$ cat src/hw/bms_pkg.sv
// Functional notes
// - Idle waits for a request; leaves only when granted and bus idle.
// - Granted with no request, or staging, from idle/release goes to park drive.
// - Granted master with nothing pending parks instead of staying idle.
// - Command launch drives address and command, then always enters data transfer.
// - Staging support is optional; all transition paths remain.
// - Direct data-to-launch only after a clean write completion, same target or quick enable.
// - The quick back-to-back path may be left out.
// - Stop or timer expiry with frame released goes to stop turnaround, then park or idle.
// - Release turnaround deasserts signals before floating, then launch, park or idle.
// - Release-to-launch path may be omitted when back-to-back is unused.
// - Park drive holds while granted and not ready; launches when ready, idles on grant loss.
// - Park drives address/command or valid levels; data phase drives enables, write data.
// - Frame asserted in launch, and held in data per timer, phase and readiness.
// - Initiator ready asserted only in data transfer, when ready or timer expired.
// - Request line follows pending request, lock-gated, withheld on repeated stop turnaround.
// - Master abort when select timer expires in data transfer without target select.
// - Target abort when stop with no select while frame released and ready asserted.
// - Lock ownership taken on idle bus with locked request and grant; held while busy.
// - Lock tracker busy on foreign lock, free when frame and lock both released.
// - Parity is even over address/data and command lines; enable lags one clock.
// - Parity error line driven from one-clock pulse; enable lasts one clock longer.
// - No memory of retried or aborted transactions; backend re-requests.
// - Data phase completes when ready asserted with stop or target ready.
package bms_pkg;

  // Sequencer states
  typedef enum logic [2:0] {
    BMS_IDLE = 3'b000,
    BMS_LAUNCH = 3'b001,
    BMS_XFER = 3'b010,
    BMS_RELEASE = 3'b011,
    BMS_STOPTA = 3'b100,
    BMS_PARK = 3'b101
  } bms_state_e;

  // Lock tracker states
  typedef enum logic {
    BMS_LK_FREE = 1'b0,
    BMS_LK_BUSY = 1'b1
  } bms_lock_e;

  // Register offsets
  localparam logic [7:0] CTRL_OFS = 8'h00;
  localparam logic [7:0] STAT_OFS = 8'h04;
  // Control fields
  localparam int CTRL_QB2B_BIT = 0;
  localparam logic CTRL_QB2B_RST = 1'b0;
  // Status fields
  localparam int STAT_MABT_BIT = 0;
  localparam int STAT_TABT_BIT = 1;
  localparam int STAT_LOCK_BIT = 2;
  localparam int STAT_OWN_BIT = 3;
  localparam int STAT_ST_LSB = 4;
  // Select timer window in clocks after launch
  localparam int DEVSEL_WIN = 5;
  localparam logic [2:0] DEVSEL_WIN_C = 3'(DEVSEL_WIN);

endpackage

$ cat src/hw/bms_master.sv
`timescale 1ns/1ns
module bms_master #(
  parameter bit STEP_EN = 1'b1,
  parameter bit FB2B_EN = 1'b1,
  parameter bit B2B_EN = 1'b1
) (
  // Clock and reset
  input wire logic mclk,
  input wire logic rst_n,
  // Register port
  input wire logic [7:0] reg_addr,
  input wire logic [31:0] reg_wdata,
  input wire logic reg_wr,
  input wire logic reg_rd,
  output logic [31:0] reg_rdata,
  // Backend request
  input wire logic req_valid,
  input wire logic req_step,
  input wire logic req_lock,
  input wire logic req_write,
  input wire logic [3:0] req_cmd,
  input wire logic [31:0] req_addr,
  input wire logic [3:0] req_be,
  input wire logic [31:0] req_wdata,
  input wire logic req_ready,
  input wire logic req_last,
  input wire logic repeat_target_flag,
  input wire logic latency_timer_expired,
  input wire logic perr_pulse,
  // Backend status
  output logic phase_done,
  output logic [31:0] rd_data,
  output logic master_abort,
  output logic target_abort,
  output logic lock_owned,
  // Bus inputs
  input wire logic gnt_n,
  input wire logic trdy_n,
  input wire logic stop_n,
  input wire logic devsel_n,
  input wire logic [31:0] ad_i,
  // Bus two-way pins
  input wire logic frame_n_i,
  output logic frame_n_o,
  output logic frame_oe,
  input wire logic irdy_n_i,
  output logic irdy_n_o,
  output logic irdy_oe,
  input wire logic lock_n_i,
  output logic lock_n_o,
  output logic lock_oe,
  output logic [31:0] ad_o,
  output logic ad_oe,
  output logic [3:0] cbe_n_o,
  output logic cbe_oe,
  output logic par_o,
  output logic par_oe,
  output logic perr_n_o,
  output logic perr_oe,
  output logic req_n
);

  // Two-stage synchronisers for bus pins (active-high after inversion later)
  logic [37:0] sy1_q, sy2_q;
  always_ff @(posedge mclk or negedge rst_n)
  begin
    if (!rst_n)
    begin
      sy1_q <= {6'h3f, 32'h0000_0000};
      sy2_q <= {6'h3f, 32'h0000_0000};
    end
    else
    begin
      sy1_q <= {gnt_n, trdy_n, stop_n, devsel_n, frame_n_i, irdy_n_i, ad_i};
      sy2_q <= sy1_q;
    end
  end

  // Lock pin synchroniser
  logic lk1_q, lk2_q;
  always_ff @(posedge mclk or negedge rst_n)
  begin
    if (!rst_n)
    begin
      lk1_q <= 1'b1;
      lk2_q <= 1'b1;
    end
    else
    begin
      lk1_q <= lock_n_i;
      lk2_q <= lk1_q;
    end
  end

  // Sampled bus levels, active high
  logic gnt, trdy, stop, devsel, frame, irdy, lock_a;
  logic [31:0] ad_s;
  assign gnt = !sy2_q[37];
  assign trdy = !sy2_q[36];
  assign stop = !sy2_q[35];
  assign devsel = !sy2_q[34];
  assign frame = !sy2_q[33];
  assign irdy = !sy2_q[32];
  assign ad_s = sy2_q[31:0];
  assign lock_a = !lk2_q;

  // State registers
  bms_pkg::bms_state_e st_q, st_d, prev_q;
  bms_pkg::bms_lock_e lk_q, lk_d;
  logic own_q, own_d;
  logic cyc_wr_q, cyc_wr_d;
  logic qb2b_q, qb2b_d;
  logic [2:0] tmr_q, tmr_d;
  logic sel_seen_q, sel_seen_d;
  logic select_timer_expired;
  logic go, stage, bus_idle, my_irdy, my_frame;

  assign stage = STEP_EN & req_step;
  assign go = req_valid & !stage;
  assign bus_idle = !frame & !irdy;
  assign select_timer_expired = (tmr_q == bms_pkg::DEVSEL_WIN_C) & !sel_seen_q;

  // Next-state logic for the sequencer
  always_comb
  begin
    st_d = st_q;
    case (st_q)
      bms_pkg::BMS_IDLE:
      begin
        if (gnt & bus_idle)
          st_d = go ? bms_pkg::BMS_LAUNCH : bms_pkg::BMS_PARK;
      end
      bms_pkg::BMS_LAUNCH:
        st_d = bms_pkg::BMS_XFER;
      bms_pkg::BMS_XFER:
      begin
        if (frame | (!trdy & !stop & !select_timer_expired))
          st_d = bms_pkg::BMS_XFER;
        else if (FB2B_EN & go & gnt & trdy & !stop & cyc_wr_q
                 & (repeat_target_flag | qb2b_q))
          st_d = bms_pkg::BMS_LAUNCH;
        else if (stop | select_timer_expired)
          st_d = bms_pkg::BMS_STOPTA;
        else
          st_d = bms_pkg::BMS_RELEASE;
      end
      bms_pkg::BMS_RELEASE:
      begin
        if (!gnt)
          st_d = bms_pkg::BMS_IDLE;
        else if (go & B2B_EN)
          st_d = bms_pkg::BMS_LAUNCH;
        else if (go)
          st_d = bms_pkg::BMS_IDLE;
        else
          st_d = bms_pkg::BMS_PARK;
      end
      bms_pkg::BMS_STOPTA:
        st_d = gnt ? bms_pkg::BMS_PARK : bms_pkg::BMS_IDLE;
      bms_pkg::BMS_PARK:
      begin
        if (!gnt)
          st_d = bms_pkg::BMS_IDLE;
        else if (go)
          st_d = bms_pkg::BMS_LAUNCH;
        else
          st_d = bms_pkg::BMS_PARK;
      end
      default:
        st_d = bms_pkg::BMS_IDLE;
    endcase
  end

  // Select timer, write history and lock tracking next values
  always_comb
  begin
    tmr_d = tmr_q;
    sel_seen_d = sel_seen_q;
    cyc_wr_d = cyc_wr_q;
    if (st_q == bms_pkg::BMS_LAUNCH)
    begin
      tmr_d = 3'h0;
      sel_seen_d = 1'b0;
      cyc_wr_d = req_write;
    end
    else if (st_q == bms_pkg::BMS_XFER)
    begin
      if (tmr_q != bms_pkg::DEVSEL_WIN_C)
        tmr_d = tmr_q + 3'h1;
      if (devsel)
        sel_seen_d = 1'b1;
    end
    // Ownership taken on an idle bus, held while frame, lock or own drive active
    // Own drive counts because the synced pins lag our own frame by two clocks
    own_d = (!lock_a & bus_idle & req_valid & gnt & req_lock)
            | (own_q & (frame | lock_a | frame_oe));
    lk_d = lk_q;
    if (lk_q == bms_pkg::BMS_LK_FREE)
    begin
      if (lock_a & !own_q)
        lk_d = bms_pkg::BMS_LK_BUSY;
    end
    else if (!lock_a & !frame)
      lk_d = bms_pkg::BMS_LK_FREE;
  end

  // Sequencer and tracker registers; nothing survives an aborted cycle beyond history
  always_ff @(posedge mclk or negedge rst_n)
  begin
    if (!rst_n)
    begin
      st_q <= bms_pkg::BMS_IDLE;
      prev_q <= bms_pkg::BMS_IDLE;
      lk_q <= bms_pkg::BMS_LK_FREE;
      own_q <= 1'b0;
      tmr_q <= 3'h0;
      sel_seen_q <= 1'b0;
      cyc_wr_q <= 1'b0;
    end
    else
    begin
      st_q <= st_d;
      prev_q <= st_q;
      lk_q <= lk_d;
      own_q <= own_d;
      tmr_q <= tmr_d;
      sel_seen_q <= sel_seen_d;
      cyc_wr_q <= cyc_wr_d;
    end
  end

  // Frame, ready, request and lock drive
  assign my_frame = (st_q == bms_pkg::BMS_LAUNCH)
                    | ((st_q == bms_pkg::BMS_XFER) & !select_timer_expired
                       & ((!req_last & (!latency_timer_expired | gnt) & !stop)
                          | !req_ready));
  assign my_irdy = (st_q == bms_pkg::BMS_XFER)
                   & (req_ready | select_timer_expired);
  assign frame_n_o = !my_frame;
  assign frame_oe = (st_q == bms_pkg::BMS_LAUNCH) | (st_q == bms_pkg::BMS_XFER);
  assign irdy_n_o = !my_irdy;
  assign irdy_oe = frame_oe | (st_q == bms_pkg::BMS_RELEASE);
  assign req_n = !(req_valid & (!req_lock | (lk_q == bms_pkg::BMS_LK_FREE))
                   & !((st_q == bms_pkg::BMS_STOPTA)
                       & (prev_q == bms_pkg::BMS_STOPTA)));
  assign lock_n_o = !(own_q & frame_oe);
  assign lock_oe = own_q & (frame_oe | frame | lock_a);
  assign lock_owned = own_q;
  assign phase_done = my_irdy & (trdy | stop);
  assign master_abort = (st_q == bms_pkg::BMS_XFER) & select_timer_expired;
  assign target_abort = (st_q == bms_pkg::BMS_XFER) & !frame & my_irdy
                        & stop & !devsel;

  // Address/data and command drive, registered against the next state
  logic [31:0] ad_q, ad_d, rd_q, rd_d;
  logic [3:0] cbe_q, cbe_d;
  logic par_q, par_oe_q, perr_q;
  always_comb
  begin
    ad_d = 32'h0000_0000;
    cbe_d = 4'h0;
    rd_d = rd_q;
    case (st_d)
      bms_pkg::BMS_LAUNCH:
      begin
        ad_d = req_addr;
        cbe_d = req_cmd;
      end
      bms_pkg::BMS_XFER:
      begin
        ad_d = req_wdata;
        cbe_d = req_be;
      end
      bms_pkg::BMS_PARK:
      begin
        if (stage & req_valid)
        begin
          ad_d = req_addr;
          cbe_d = req_cmd;
        end
      end
      default:
      begin
        ad_d = 32'h0000_0000;
        cbe_d = 4'h0;
      end
    endcase
    if ((st_q == bms_pkg::BMS_XFER) & !cyc_wr_q & my_irdy & trdy)
      rd_d = ad_s;
  end

  always_ff @(posedge mclk or negedge rst_n)
  begin
    if (!rst_n)
    begin
      ad_q <= 32'h0000_0000;
      cbe_q <= 4'h0;
      rd_q <= 32'h0000_0000;
      par_q <= 1'b0;
      par_oe_q <= 1'b0;
      perr_q <= 1'b0;
    end
    else
    begin
      ad_q <= ad_d;
      cbe_q <= cbe_d;
      rd_q <= rd_d;
      par_q <= ^{ad_q, cbe_n_o};
      par_oe_q <= ad_oe;
      perr_q <= perr_pulse;
    end
  end

  assign ad_o = ad_q;
  assign cbe_n_o = cbe_q;
  assign ad_oe = (st_q == bms_pkg::BMS_LAUNCH) | (st_q == bms_pkg::BMS_PARK)
                 | ((st_q == bms_pkg::BMS_XFER) & cyc_wr_q);
  assign cbe_oe = (st_q == bms_pkg::BMS_LAUNCH) | (st_q == bms_pkg::BMS_XFER)
                  | (st_q == bms_pkg::BMS_PARK);
  assign par_o = par_q;
  assign par_oe = par_oe_q;
  assign perr_n_o = !perr_pulse;
  assign perr_oe = perr_pulse | perr_q;
  assign rd_data = rd_q;

  // Control and sticky status registers; a new event beats its clear
  logic mabt_q, mabt_d, tabt_q, tabt_d;
  logic [31:0] rdat_q, rdat_d;
  always_comb
  begin
    qb2b_d = qb2b_q;
    mabt_d = mabt_q;
    tabt_d = tabt_q;
    rdat_d = 32'h0000_0000;
    if (reg_wr & (reg_addr == bms_pkg::CTRL_OFS))
      qb2b_d = reg_wdata[bms_pkg::CTRL_QB2B_BIT];
    if (reg_wr & (reg_addr == bms_pkg::STAT_OFS))
    begin
      mabt_d = mabt_q & !reg_wdata[bms_pkg::STAT_MABT_BIT];
      tabt_d = tabt_q & !reg_wdata[bms_pkg::STAT_TABT_BIT];
    end
    if (master_abort)
      mabt_d = 1'b1;
    if (target_abort)
      tabt_d = 1'b1;
    if (reg_rd & (reg_addr == bms_pkg::CTRL_OFS))
      rdat_d[bms_pkg::CTRL_QB2B_BIT] = qb2b_q;
    if (reg_rd & (reg_addr == bms_pkg::STAT_OFS))
    begin
      rdat_d[bms_pkg::STAT_MABT_BIT] = mabt_q;
      rdat_d[bms_pkg::STAT_TABT_BIT] = tabt_q;
      rdat_d[bms_pkg::STAT_LOCK_BIT] = lk_q;
      rdat_d[bms_pkg::STAT_OWN_BIT] = own_q;
      rdat_d[bms_pkg::STAT_ST_LSB +: 3] = st_q;
    end
  end

  always_ff @(posedge mclk or negedge rst_n)
  begin
    if (!rst_n)
    begin
      qb2b_q <= bms_pkg::CTRL_QB2B_RST;
      mabt_q <= 1'b0;
      tabt_q <= 1'b0;
      rdat_q <= 32'h0000_0000;
    end
    else
    begin
      qb2b_q <= qb2b_d;
      mabt_q <= mabt_d;
      tabt_q <= tabt_d;
      rdat_q <= rdat_d;
    end
  end

  assign reg_rdata = rdat_q;
endmodule

$ cat config.mk
export PLATFORM = sky130hd
export DESIGN_NAME = bms_master
export DESIGN_NICKNAME = d
export VERILOG_FILES = /design/src/hw/bms_pkg.sv /design/src/hw/bms_master.sv
export SDC_FILE = /design/constraint.sdc
export NUM_CORES = 1
export LEC_CHECK = 0
export BUFFER_PORTS_ARGS = -buffer_cell sky130_fd_sc_hd__buf_2
export CAP_MARGIN = 10
export CORE_MARGIN = 2
export CORE_UTILIZATION = 42
export DETAILED_ROUTE_END_ITERATION = 16
export PLACE_DENSITY = 0.72
export SETUP_SLACK_MARGIN = 0.5
export SLEW_MARGIN = 30
export SYNTH_ARGS = -nofsm -noshare
export SYNTH_HDL_FRONTEND = slang
export SYNTH_SLANG_ARGS = --single-unit
export TNS_END_PERCENT = 20
$ cat constraint.sdc
create_clock -name mclk -period 2.2 [get_ports mclk]
set_input_delay 0.33 -clock mclk [delete_from_list [all_inputs] [get_ports mclk]]
set_output_delay 0.33 -clock mclk [all_outputs]
set_load 0.05 [all_outputs]
==> metrics <==
Avg WL per Cell=16.0 um; Crit-path slowest cell=dfrtp_1; initial core utilization=43.3%; Main synth FF type=dfrtp_1; crit path launch=tmr_q[1]$_DFFE_PN0P_; num rows=44; power per standard cell area=1590 nW/um2; Max VDD drop=1.13 mV; Util after Layout=60.5%; Yosys cell types=57; deepest clock path buffer count=2; Layout Nets=866; pin count of the biggest net entering global routing=54; CP delay by family, top=flip-flops; first-pass GRT wire length=22.5 mm; fmax=468 MHz; H-Tree Depth=4; worst r2r src=tmr_q[1]$_DFFE_PN0P_; initial antenna violation count=0; Clock Latency Late Sink=0.43 ns; Max FO, Critical Path=4; syn_area_per_cell=15.3 um2; Tcrit/Tclk final=97.2%; Switching Share=42.8%; Seq/Total Area, Yosys=68.2%; max-slew violation count=0; die width=127 um; Fill cells=1164; initial DRC count=186; final wirelength=14.3 mm; Die Ht=127 um; CTS root buf=clkbuf_16; clock network power share=20.2%; Worst path depth=7; # IOs=281; status=finished clean; Via density=4.77; #FFs+latches synth=172; CORE AREA=14600 um2; clock sinks=172; GR Overflow Total=0; clock-pin slew on the worst setup and hold paths=0.06 ns; vias in the first global route=4426; top cells by area, synth=dfrtp_1 62%, dfstp_2 5.8%, a32o_1 5.7%; Critical path buffers and inverters=3; setup TNS=0 ns; RSZ-0062 raised after global routing=true; worst path arrival time=1.81 ns; Max-Cap Viols=0; Final ANT Viol Nets=0; CP endpoint=target_abort; area share of the largest cell type after synthesis=62.4%; internal cell power=8.07 mW; Post-synth ARST share=100%; final setup skew=0.00943 ns; layout cells sized above 1=46.0%; Pre-antenna DRT Iters=4; Hold Path Class=input pin to flop; global-route usage over all layers=18.2%; CTS tree=yes; Syn-to-layout area delta=39.8%; Worst Reg-to-Reg Cells=9; final hold vios=0; Syn Std Cell Area=6330 um2; Flop pwr share=31.6%; Placement Cell Area=7640 um2; count of input and output buffers=225; combinational share of power=48.2%; Crit Path Class=flop to primary output; Startpoint Class=flop; Reg2Reg Capture Point=ad_o[3]$_DFF_PN0_; HPWL Detailed=9.76 mm; max incr delay on CP=0.40 ns; post-synth top area cell=dfrtp_1; yosys warns=0; crit path cell chain=inv_2, ha_4, and3b_2, o21ai_4, buf_6, nor3_4, buf_6; cts bufs inserted=17; # diodes=0; EDFF count, synth=0; leak pwr=4.43 nW; Cells after Synth=413; Final Cell Area=8860 um2; endpoints failing setup=0; Post-route DRC=0; detailed-route via count=4278; internal reg-to-reg setup slack=0.08 ns; CP endpoint kind=primary output; post-layout minimum cycle time=2.14 ns; cell mode on critical path=buf_6; Net Switching=6.04 mW; Die ar.=16100 um2; Critical Path RT=1.87 ns; GP Congestion=0.848
registers in the layout (all words and copies together), names as in the netlist:
register / count
rd_data: 32
qb2b_q: 1
st_q: 3
perr_q: 1
ad_o: 32
cbe_n_o: 4
lk_q: 1
par_o: 1
sy2_q: 38
sel_seen_q: 1
mabt_q: 1
par_oe: 1
prev_q: 3
reg_rdata: 7
lk1_q: 1
cyc_wr_q: 1
sy1_q: 38
tmr_q: 3
lock_owned: 1
tabt_q: 1
lk2_q: 1
layer usage:
metal / global-route usage (%) / vias up / wire length (um)
li1: - / 1984 / -
met3: 4.98 / 19 / 853
met2: 31.6 / 157 / 7640
met5: 0 / - / 0
met1: 21.5 / 2118 / 5590
met4: 7.11 / 0 / 234
repair_timing:
action	in CTS	in global routing
endpoints found under the setup margin	80	82
hold buffers	34	2
setup buffers	9	1
hold endpoints to repair	73	2
pin swaps	6	11
cloned	0	1
resized for setup	29	26
power by group through the flow:
stage,Clock (mW),Sequential [mW],Combinational (mW)
after global placement,0,4.47,6.32
after floorplan,0,6.61,2.97
final,2.85,4.46,6.79
after detailed placement,0,4.52,6.44
after global routing,3.07,4.57,7.21
after CTS,2.92,4.46,6.67
synthesized netlist by cell type, types with 4 or more instances:
library cell / n
xnor2_1: 29
nand2_1: 19
buf_4: 25
buf_2: 4
mux2_1: 31
dfrtp_1: 158
buf_6: 8
and2_1: 7
a32o_1: 36
dfstp_2: 14
nor2_1: 12
xor2_1: 4
stage by stage:
stage | setup slack [ns] | power (mW) | std cells | hold slack [ns]
floorplan | 0.0844 | 9.57 | 437 | 0.0344
global placement | 0.101 | 10.8 | 818 | 0.287
detailed placement | 0.0718 | 11.0 | 818 | 0.292
CTS | 0.0664 | 14.1 | 893 | 0.000288
global route | -0.0635 | 14.8 | 897 | 0.00369
finish | 0.0620 | 14.1 | 897 | 0.0198
cell families after synthesis:
kind of cell    share of synthesized area [%]
fa+ha+maj                               0.395
compound gates                           8.67
xor+xnor                                 4.92
other cells                            0.0592
buf+inv                                  5.63
flops                                    68.2
simple gates                             6.07
mux                                      6.03
layout make-up:
cell class | count | area (um2) | area share [%]
clock inverters | 13 | 130 | 1.47
clock buffers | 19 | 433 | 4.89
flip-flops and latches | 172 | 4330 | 48.8
repair buffers | 285 | 1860 | 21.0
multi-input cells | 221 | 1870 | 21.1
inverters | 3 | 11.3 | 0.127
well taps | 184 | 230 | 2.60
layout by cell type (no fill, tap or decap), drive strengths merged, types with 4 or more instances in the layout:
master       instances
dfstp               14
dlygate4sd3         36
mux2                33
xnor2               29
conb                25
inv                 10
xor2                 4
a32o                36
dfrtp              158
o21ai                5
nand2               19
and2                 8
buf                248
clkbuf              20
nor2                12
worst min-delay path by stage:
stage	depth (start not counted)	slack, ns	end	start
CTS	1	0.0003	sy1_q[1]$_DFF_PN0_	ad_i[1]
global route	1	0.004	sy1_q[1]$_DFF_PN0_	ad_i[1]
floorplan	0	0.03	ad_o[0]$_DFF_PN0_	rst_n
global placement	1	0.29	sy2_q[9]$_DFF_PN0_	rst_n
finish	1	0.02	sy1_q[1]$_DFF_PN0_	ad_i[1]
detailed placement	1	0.29	sy1_q[30]$_DFF_PN0_	rst_n
No activity file was read; power rests on OpenSTA's default activity.
